--- config.mk ---
export PLATFORM = sky130hd
export DESIGN_NAME = cpcm_unit
export DESIGN_NICKNAME = d
export VERILOG_FILES = /design/src/core/cpcm_pkg.sv /design/src/core/cpcm_unit.sv
export SDC_FILE = /design/constraint.sdc
export NUM_CORES = 1
export LEC_CHECK = 0
export BUFFER_PORTS_ARGS = -buffer_cell sky130_fd_sc_hd__buf_2
export CORE_UTILIZATION = 35
export DETAILED_ROUTE_END_ITERATION = 8
export HOLD_SLACK_MARGIN = 0.08
export SLEW_MARGIN = 30
export SYNTH_ARGS = -nofsm -noshare
export SYNTH_HDL_FRONTEND = slang
export SYNTH_SLANG_ARGS = --single-unit
--- constraint.sdc ---
create_clock -name hclk -period 9.2 [get_ports hclk]
set_input_delay 0 -clock hclk [delete_from_list [all_inputs] [get_ports hclk]]
set_output_delay 0 -clock hclk [all_outputs]
set_load 0.01 [all_outputs]
--- src/core/cpcm_pkg.sv ---
// Constants, field layouts and carrier types for the coprocessor control move unit.
// Assumes one core clock; instruction words arrive already fetched with their operand.
// What this block does
// RULE_01: Pass 25-bit function field to second coprocessor unchanged
// RULE_02: Second coprocessor leaves processor state untouched
// RULE_03: Write source low word into selected fp control register
// RULE_04: Selector 25 updates condition-code bits only
// RULE_05: Selector 26 writes cause and flag fields
// RULE_06: Selector 28 writes enables, flush and rounding
// RULE_07: Selector 31 replaces whole status word
// RULE_08: Cause with enable set raises fp exception
// RULE_09: Return address is the move instruction itself
// RULE_10: Software uses only selectors 25, 26, 28, 31
// RULE_11: Second coprocessor move delivers word and 16-bit selector
// RULE_12: Unusable coprocessor aborts and raises unusable exception
package cpcm_pkg;
    localparam logic [5:0] CPCM_OP_FP = 6'h11;
    localparam logic [5:0] CPCM_OP_CP2 = 6'h12;
    localparam logic [4:0] CPCM_SUB_CT = 5'h06;
    localparam logic [4:0] CPCM_SUB_CF = 5'h02;
    localparam logic [4:0] CPCM_SEL_CC = 5'h19;
    localparam logic [4:0] CPCM_SEL_EX = 5'h1A;
    localparam logic [4:0] CPCM_SEL_EN = 5'h1C;
    localparam logic [4:0] CPCM_SEL_CS = 5'h1F;
    localparam logic [31:0] CPCM_FPSW_RESET = 32'h0000_0000;
    localparam logic [1:0] CPCM_UNIT_FP = 2'h1;
    localparam logic [1:0] CPCM_UNIT_CP2 = 2'h2;
    // AHB register byte addresses
    localparam logic [7:0] CPCM_A_STATUS = 8'h00;
    localparam logic [7:0] CPCM_A_MASK = 8'h04;
    localparam logic [7:0] CPCM_A_ENABLE = 8'h08;
    localparam logic [7:0] CPCM_A_FPSW = 8'h0C;
    localparam logic [7:0] CPCM_A_RETPC = 8'h10;
    // Interrupt status bits
    localparam int CPCM_EV_FPE = 0;
    localparam int CPCM_EV_CPU = 1;
    localparam int CPCM_EV_CP2 = 2;
    localparam int CPCM_EV_W = 3;

    typedef struct packed {
        logic valid;
        logic [31:0] word;
        logic [31:0] pc;
        logic [31:0] gpr;
    } cpcm_instr_type;

    typedef struct packed {
        logic ct_valid;
        logic cf_valid;
        logic op_valid;
        logic [15:0] sel;
        logic [24:0] cofun;
        logic [31:0] data;
    } cpcm_cp2_type;

    typedef struct packed {
        logic valid;
        logic fp_exc;
        logic unusable;
        logic [1:0] unit;
        logic [31:0] return_pc;
    } cpcm_exc_type;
endpackage

--- src/core/cpcm_unit.sv ---
// Coprocessor control move unit: fp control writes, second coprocessor moves.
// Assumes instr is one-cycle valid from the pipeline; AHB-Lite slave for control.
`timescale 1ns/1ps
`default_nettype none
module cpcm_unit
    import cpcm_pkg::*;
(
    // Clock and reset
    input wire logic hclk,
    input wire logic hresetn,
    // AHB-Lite slave
    input wire logic hsel,
    input wire logic [31:0] haddr,
    input wire logic [1:0] htrans,
    input wire logic hwrite,
    input wire logic [2:0] hsize,
    input wire logic [31:0] hwdata,
    input wire logic hready,
    output logic [31:0] hrdata,
    output logic hreadyout,
    output logic hresp,
    // Instruction issue
    input wire cpcm_instr_type instr,
    // Second coprocessor
    output cpcm_cp2_type cp2_q,
    input wire logic [31:0] cp2_rdata,
    // Results
    output logic [31:0] gpr_wdata_q,
    output logic gpr_we_q,
    output cpcm_exc_type exc_q,
    output logic [31:0] fpsw_out_q,
    output logic irq_q
);
    logic [31:0] fpsw_q, fpsw_d;
    logic [31:0] ret_pc_q;
    logic [CPCM_EV_W-1:0] stat_q, mask_q;
    logic [1:0] en_q;
    logic [31:0] rdata_q;
    logic wr_pend_q;
    logic [7:0] waddr_q;
    logic [31:0] tmp;
    logic is_fp, is_cp2, is_ct, is_cf, is_op, unusable, fp_ct, fp_trap;
    logic [CPCM_EV_W-1:0] ev;

    assign tmp = instr.gpr;
    assign is_fp = instr.word[31:26] == CPCM_OP_FP;
    assign is_cp2 = instr.word[31:26] == CPCM_OP_CP2;
    assign is_ct = instr.word[25:21] == CPCM_SUB_CT;
    assign is_cf = instr.word[25:21] == CPCM_SUB_CF;
    assign is_op = instr.word[25];
    // Unusable check covers every move and operation of the addressed unit
    assign unusable = instr.valid && ((is_fp && !en_q[0]) || (is_cp2 && !en_q[1])); // [RULE_12]
    assign fp_ct = instr.valid && is_fp && is_ct && en_q[0];

    // Partial views merge into the status word; other selectors leave it alone
    always_comb begin
        fpsw_d = fpsw_q;
        if (fp_ct) begin // [RULE_03]
            case (instr.word[15:11])
                CPCM_SEL_CC: fpsw_d = {tmp[7:1], fpsw_q[24], tmp[0], fpsw_q[22:0]}; // [RULE_04]
                CPCM_SEL_EX: fpsw_d = {fpsw_q[31:18], tmp[17:12], fpsw_q[11:7],
                                       tmp[6:2], fpsw_q[1:0]}; // [RULE_05]
                CPCM_SEL_EN: fpsw_d = {fpsw_q[31:25], tmp[2], fpsw_q[23:12], tmp[11:7],
                                       fpsw_q[6:2], tmp[1:0]}; // [RULE_06]
                CPCM_SEL_CS: fpsw_d = tmp; // [RULE_07]
                default: fpsw_d = fpsw_q;
            endcase
        end
    end

    // Unimplemented cause bit 17 always traps; others need their enable
    assign fp_trap = fp_ct && (fpsw_d[17] || |(fpsw_d[16:12] & fpsw_d[11:7])); // [RULE_08]

    always_ff @(posedge hclk or negedge hresetn) begin
        if (!hresetn) begin
            fpsw_q <= CPCM_FPSW_RESET;
        end else if (wr_pend_q && waddr_q == CPCM_A_FPSW) begin
            fpsw_q <= hwdata;
        end else begin
            fpsw_q <= fpsw_d; // [RULE_08]
        end
    end

    always_ff @(posedge hclk or negedge hresetn) begin
        if (!hresetn) begin
            exc_q <= '0;
            ret_pc_q <= '0;
        end else begin
            exc_q.valid <= unusable || fp_trap;
            exc_q.fp_exc <= fp_trap;
            exc_q.unusable <= unusable;
            exc_q.unit <= is_fp ? CPCM_UNIT_FP : CPCM_UNIT_CP2;
            exc_q.return_pc <= instr.pc; // [RULE_09]
            if (unusable || fp_trap) begin
                ret_pc_q <= instr.pc; // [RULE_09]
            end
        end
    end

    // Dispatch to second coprocessor; it owns its side effects
    always_ff @(posedge hclk or negedge hresetn) begin
        if (!hresetn) begin
            cp2_q <= '0;
        end else begin
            cp2_q.op_valid <= instr.valid && is_cp2 && is_op && en_q[1]; // [RULE_02]
            cp2_q.ct_valid <= instr.valid && is_cp2 && !is_op && is_ct && en_q[1]; // [RULE_11]
            cp2_q.cf_valid <= instr.valid && is_cp2 && !is_op && is_cf && en_q[1];
            cp2_q.cofun <= instr.word[24:0]; // [RULE_01]
            cp2_q.sel <= instr.word[15:0]; // [RULE_11]
            cp2_q.data <= tmp;
        end
    end

    // Read-back from the coprocessor lands one cycle after the request
    always_ff @(posedge hclk or negedge hresetn) begin
        if (!hresetn) begin
            gpr_we_q <= 1'b0;
            gpr_wdata_q <= '0;
        end else begin
            gpr_we_q <= cp2_q.cf_valid;
            gpr_wdata_q <= cp2_rdata;
        end
    end

    assign ev[CPCM_EV_FPE] = fp_trap;
    assign ev[CPCM_EV_CPU] = unusable;
    assign ev[CPCM_EV_CP2] = cp2_q.op_valid;

    // Set beats a simultaneous clear so no event is lost
    always_ff @(posedge hclk or negedge hresetn) begin
        if (!hresetn) begin
            stat_q <= '0;
        end else if (wr_pend_q && waddr_q == CPCM_A_STATUS) begin
            stat_q <= (stat_q & ~hwdata[CPCM_EV_W-1:0]) | ev;
        end else begin
            stat_q <= stat_q | ev;
        end
    end

    always_ff @(posedge hclk or negedge hresetn) begin
        if (!hresetn) begin
            mask_q <= '0;
            en_q <= '0;
        end else if (wr_pend_q) begin
            if (waddr_q == CPCM_A_MASK) begin
                mask_q <= hwdata[CPCM_EV_W-1:0];
            end
            if (waddr_q == CPCM_A_ENABLE) begin
                en_q <= hwdata[1:0];
            end
        end
    end

    always_ff @(posedge hclk or negedge hresetn) begin
        if (!hresetn) begin
            irq_q <= 1'b0;
            fpsw_out_q <= CPCM_FPSW_RESET;
        end else begin
            irq_q <= |(stat_q & mask_q);
            fpsw_out_q <= fpsw_q;
        end
    end

    // AHB address phase capture; zero-wait slave
    always_ff @(posedge hclk or negedge hresetn) begin
        if (!hresetn) begin
            wr_pend_q <= 1'b0;
            waddr_q <= '0;
            rdata_q <= '0;
        end else begin
            wr_pend_q <= hsel && hready && htrans[1] && hwrite;
            waddr_q <= haddr[7:0];
            if (hsel && hready && htrans[1] && !hwrite) begin
                case (haddr[7:0])
                    CPCM_A_STATUS: rdata_q <= {{(32-CPCM_EV_W){1'b0}}, stat_q};
                    CPCM_A_MASK: rdata_q <= {{(32-CPCM_EV_W){1'b0}}, mask_q};
                    CPCM_A_ENABLE: rdata_q <= {30'h0, en_q};
                    CPCM_A_FPSW: rdata_q <= fpsw_q;
                    CPCM_A_RETPC: rdata_q <= ret_pc_q;
                    default: rdata_q <= '0;
                endcase
            end
        end
    end

    always_ff @(posedge hclk or negedge hresetn) begin
        if (!hresetn) begin
            hreadyout <= 1'b1;
            hresp <= 1'b0;
        end else begin
            hreadyout <= 1'b1;
            hresp <= 1'b0;
        end
    end

    assign hrdata = rdata_q;
    // Selectors outside 25/26/28/31 leave the word as it was [RULE_10]
endmodule
`default_nettype wire

## Word-level counts from Yosys, hierarchy flattened

Index checks and enable logic that the tools add are counted.

| cells by class | value |
|---|---|
| equality and inequality tests | 18 |
| muxes and demuxes | 6 |
| bitwise operators | 6 |
| reductions and logical operators | 43 |

Operators with widths:

| operator | number |
|---|---|
| $pmux 32 s5 | 1 |
| $pmux 32 s4 | 1 |
| $mux 32 | 2 |
| $eq 8x4->1 const B | 4 |
| $logic_and 1x1->1 | 21 |
| $eq 5x5->1 const B | 4 |
| $eq 8x3->1 const B | 2 |
| $logic_not 8->1 | 2 |
| $eq 6x5->1 const B | 2 |
| $reduce_and 4->1 | 3 |
| $reduce_bool 3->1 | 3 |
| $eq 8x5->1 const B | 1 |
| $and 3x3->3 | 2 |
| $ne 2x2->1 const B | 3 |
| $or 3x3->3 | 2 |
| $and 5x5->5 | 1 |
| $eq 5x2->1 const B | 1 |
| $eq 5x3->1 const B | 1 |
| $reduce_and 5->1 | 1 |
| $reduce_or 5->1 | 1 |
| $logic_not 1->1 | 4 |
| $reduce_and 2->1 | 2 |
| $reduce_bool 2->1 | 2 |
| $logic_or 1x1->1 | 3 |
| 4 further kinds | 4 |

| word-level totals | value |
|---|---|
| register bits after elaboration | 292 |
| input port bits | 203 |
| output and inout port bits | 213 |
| logic and storage cells | 100 |

## Longest topological paths before layout

| logic depth | value |
|---|---|
| depth in word-level cells | 11 |
| gate-level depth with buffers | 11 |
| gate-level depth less buffers | 7 |

## Least setup slack after synthesis

No wires, ideal clock.

| path | value |
|---|---|
| path kind | input -> register |
| start point | input instr[93] (netlist name) |
| end point | register ret_pc_q[10] |
| setup time | 0.125 ns |
| arrival | 2.861 ns |
| data required time | 9.075 ns |
| setup slack | 6.214 ns |
| stages | 10 |
| path buffers | 3 |
| path through | or4b_4 or4_4 buf_6 o21ai_1 a22oi_1 or4_1 o31a_1 buf_2 buf_6 mux2_4 |

| between the ends | value |
|---|---|
| word-level cells in the longest chain between the ends | 10 |
| elaborated cells on any way between the ends | 15 |
| those cells by class | eq/ne: 2; mux: 1; bitwise: 1; reduce/logical: 11 |

RTL lines:

| item | RTL line | text |
|---|---|---|
| from (decl) | cpcm_unit.sv:23 | `input wire cpcm_instr_type instr,` |
| $eq 6x5->1 | cpcm_unit.sv:46 | `assign is_fp = instr.word[31:26] == CPCM_OP_FP;` |
| $logic_and 1x1->1 (3 in series) | cpcm_unit.sv:53 | `assign fp_ct = instr.valid && is_fp && is_ct && en_q[0];` |
| $mux 32 | cpcm_unit.sv:58 | `if (fp_ct) begin` |
| $and 5x5->5 | cpcm_unit.sv:72 | `assign fp_trap = fp_ct && (fpsw_d[17] \|\| \|(fpsw_d[16:12] & fpsw_d[11:7]));` |
| $reduce_or 5->1 | cpcm_unit.sv:72 |  |
| $logic_or 1x1->1 | cpcm_unit.sv:72 |  |
| $logic_and 1x1->1 | cpcm_unit.sv:72 |  |
| $logic_or 1x1->1 (*) | cpcm_unit.sv:94 | `if (unusable \|\| fp_trap) begin` |
| to (signal assigned) | cpcm_unit.sv:95 | `ret_pc_q <= instr.pc;` |
| to (decl) | cpcm_unit.sv:35 | `logic [31:0] ret_pc_q;` |

Mark *: on every way between the ends. The rest lies on a longest branch, timed or not. The select of a mux whose other input is x is not followed.
A chain may end at the register's enable or synchronous reset.

## Worst setup path after layout

| path | value |
|---|---|
| start point | input instr[88] (netlist name) |
| end point | register ret_pc_q[31] |

| between the ends | value |
|---|---|
| word-level cells in the longest chain between the ends | 9 |

RTL lines:

| item | RTL line | text |
|---|---|---|
| $eq 5x3->1 (*) | cpcm_unit.sv:48 | `assign is_ct = instr.word[25:21] == CPCM_SUB_CT;` |
| $logic_and 1x1->1 (*) (2 in series) | cpcm_unit.sv:53 |  |
| $mux 32 | cpcm_unit.sv:58 |  |
| $and 5x5->5 | cpcm_unit.sv:72 |  |
| $reduce_or 5->1 | cpcm_unit.sv:72 |  |
| $logic_or 1x1->1 | cpcm_unit.sv:72 |  |
| $logic_and 1x1->1 (*) | cpcm_unit.sv:72 |  |
| $logic_or 1x1->1 (*) | cpcm_unit.sv:94 |  |

Marked as above.

==> metrics.json <==
{
  "outcome": "completed",
  "syn-instance-count": 676,
  "grt_use_met1_pct": 27.1,
  "busiest_layer": "met2",
  "static-leakage-power_nw": 7.20,
  "ys_seq_area_share_pct": 72.7,
  "global_route.usage.met2_pct": 37.6,
  "drt_drc_violations_left": 0,
  "post_route_wl_microns": 30200,
  "cts_buffers": 30,
  "place.detailed.hpwl_microns": 19300,
  "ys_seq_elements": 276,
  "hold_path.class": "in2reg",
  "relSlewSlack_pct": 42.7,
  "synth_top_cells_by_area": "sky130_fd_sc_hd__dfrtp_1, sky130_fd_sc_hd__mux2_4, sky130_fd_sc_hd__a22oi_1",
  "cts_hold_repair.buffers": 212,
  "post_synth_edffs": 0,
  "asyncSetResetFlopFracSynth_pct": 100,
  "critPathBufInv": 3,
  "cts_resized": 0,
  "cp_cell_sequence": "dlygate4sd3_1 -> buf_2 -> or4b_1 -> nor4_2 -> nand2_1 -> nand4b_1 -> o31a_1 -> o31a_2 -> buf_4 -> mux2_1",
  "global_route.usage.total_pct": 21.6,
  "fin_crit_sh_pct": 42.5,
  "die_height_microns": 167,
  "synth.net_count": 879,
  "synthMostInstantiatedCell": "sky130_fd_sc_hd__dfrtp_1",
  "placed_cell_area_sq_um": 11700,
  "critical_path_class": "in2reg",
  "synth.cells.most_frequent": "sky130_fd_sc_hd__dfrtp_1, sky130_fd_sc_hd__nand2_1, sky130_fd_sc_hd__o21ai_1",
  "cpMaxStageDelayCell": "sky130_fd_sc_hd__nor4_2",
  "total_power_per_unit_cell_area_nw_per_um2": 195,
  "routed-via-count": 7655,
  "post_synth_num_cell_types": 47,
  "htree_depth": 1,
  "detail_route.iter0.violations": 407,
  "max-cap-violations": 0,
  "r2r-start": "en_q[0]$_DFFE_PN0P_",
  "ir_worst_vdd_v": 0.000164,
  "final.setup.worst_slack_ns": 5.29,
  "critical_path.max_fanout": 18,
  "drtAntennaViolNets": 0,
  "area.growth.synth_to_final_pct": 57.4,
  "syn_avg_cell_area_sq_um": 14.1,
  "io-pin-count": 416,
  "worst_path_largest_cell_delay_ns": 0.64,
  "finalCriticalPeriod_ns": 3.91,
  "worst_setup_hold_path_clk_slew_ns": 0.06,
  "final-setup-viol-count": 0,
  "place.gp.congestion": 0.815,
  "clk-insertion-delay-late_ns": 0.55,
  "clockBufferDepth": 3,
  "clkSinkCount": 276,
  "setup_repair_after_global_routing_missed_its_margin": "false",
  "dr.pass1.iters": 5,
  "tightestPinTransition_ns": 0.856,
  "post_cts.repair.setup_buffers": 0,
  "initial_core_util_pct": 36.1,
  "grt_pass1_vias": 8280,
  "layout-drive-gt1-share_pct": 37.8,
  "antenna_found_initial": 1,
  "synth_top_area_cell": "sky130_fd_sc_hd__dfrtp_1",
  "finalMaxSlewViolations": 0,
  "critical_path_required_ns": 9.63,
  "grtUsageMet3_pct": 4.82,
  "dpl_worst_slack_ns": 5.15,
  "crit_start": "instr[88]",
  "max_clock_freq_ghz": 0.256,
  "largest_net_degree_at_the_start_of_global_routing": 131,
  "min-delay-start": "instr[39]",
  "end_kind": "flip-flop",
  "rows": 59,
  "routedWlPerCell_microns": 18.6,
  "core-area_sq_um": 26400,
  "critPathArrivalTime_ns": 4.33,
  "report.final.hold_viol_count": 0,
  "design_area_sq_um": 15000,
  "critical-path-top-delay-family": "simple AND/OR/NAND/NOR gates",
  "routed_via_density": 4.71,
  "startpoint_type": "primary input",
  "area_fraction_of_the_dominant_cell_type_after_synthesis_pct": 72.7,
  "port_buffers": 385,
  "design.die.area_sq_um": 27800,
  "setup_tns_ns": 0,
  "final_net_count": 1468,
  "finalClockSkew_ns": 0.00706,
  "postSynth.topFlopCell": "sky130_fd_sc_hd__dfrtp_1",
  "tritoncts": "done",
  "cts_root_buf": "sky130_fd_sc_hd__clkbuf_16",
  "synth.cell_area_sq_um": 9500,
  "die_span_x_microns": 167,
  "wire_length_of_the_first_global_routing_pass_microns": 46500,
  "globalRoute.totalOverflow": 0,
  "yosys_warnings": 0
}
[routing by layer]
metal / routed length (microns) / share of wire, %
met1: 12700 / 42
met2: 14900 / 49
met3: 1950 / 6.4
met4: 627 / 2.1
met5: 0 / 0
[layout make-up]
class	count	area, sq um
Sequential cell	276	6910
Antenna cell	2	5.00
Fill cell	2127	11400
Clock buffer	44	935
Inverter	4	15.0
Clock inverter	12	196
Multi-Input combinational cell	347	2330
Timing Repair Buffer	606	4150
Tap cell	335	419
[final timing paths]
path	cells past startpoint	slack, ns	end
max	10	5.29	ret_pc_q[31]$_DFFE_PN0P_
min	2	0.10	exc_q[7]$_DFF_PN0_
max reg2reg	8	5.36	ret_pc_q[31]$_DFFE_PN0P_
min reg2reg	0	0.39	gpr_we_q$_DFF_PN0_
max in group asynchronous	6	6.39	cp2_q[43]$_DFF_PN0_
min in group asynchronous	3	0.49	cp2_q[54]$_DFF_PN0_
[through the flow]
| stage | cells | util, % | hold WS [ns] | total power, mW |
|---|---|---|---|---|
| global placement | 1354 | 44.2 | 0.108 | 1.52 |
| global route | 1624 | 56.7 | 0.0851 | 3.01 |
| CTS | 1622 | 56.6 | 0.0801 | 2.94 |
| finish | 1626 | 56.8 | 0.100 | 2.91 |
| floorplan | 676 | - | -0.296 | 1.40 |
| detailed placement | 1354 | 44.2 | 0.109 | 1.53 |
[sequential cells by signal, indices dropped and copies added (netlist names), 2 cells and up]
signal / flops
cp2_q: 60
exc_q: 37
fpsw_out_q: 32
waddr_q: 8
stat_q: 3
fpsw_q: 32
gpr_wdata_q: 32
en_q: 2
hrdata: 32
ret_pc_q: 32
mask_q: 3
[report_power, final]
part	internal (mW)	switching, mW	leakage, nW
Combinational	0.148	0.119	3.27
Sequential	1.28	0.0324	3.37
Clock	0.842	0.491	0.563
[cell families (layout without fill, tap and decap cells)]
kind of cell | after synthesis | count (layout) | synth area share, %
flops | 276 | 276 | 72.7
simple gates | 146 | 146 | 7.37
compound gates | 139 | 139 | 8.80
mux | 58 | 58 | 7.76
buf+inv | 53 | 666 | 3.13
other cells | 2 | 4 | 0.0790
xor+xnor | 2 | 2 | 0.184
[layout by cell type, fill, tap and decap left out, types with 6 or more instances in the layout]
cell type,instances
sky130_fd_sc_hd__o21ai_1,55
sky130_fd_sc_hd__mux2_4,29
sky130_fd_sc_hd__a31oi_1,9
sky130_fd_sc_hd__nor2_1,38
sky130_fd_sc_hd__nand2_1,60
sky130_fd_sc_hd__mux2i_1,20
sky130_fd_sc_hd__buf_2,384
sky130_fd_sc_hd__mux2_1,8
sky130_fd_sc_hd__clkbuf_8,11
sky130_fd_sc_hd__a21oi_1,19
sky130_fd_sc_hd__nand3_1,11
sky130_fd_sc_hd__clkbuf_16,31
sky130_fd_sc_hd__dlygate4sd3_1,213
sky130_fd_sc_hd__dfrtp_1,276
sky130_fd_sc_hd__a22oi_1,41
sky130_fd_sc_hd__buf_4,6
Power figures use the tool's default switching activity.
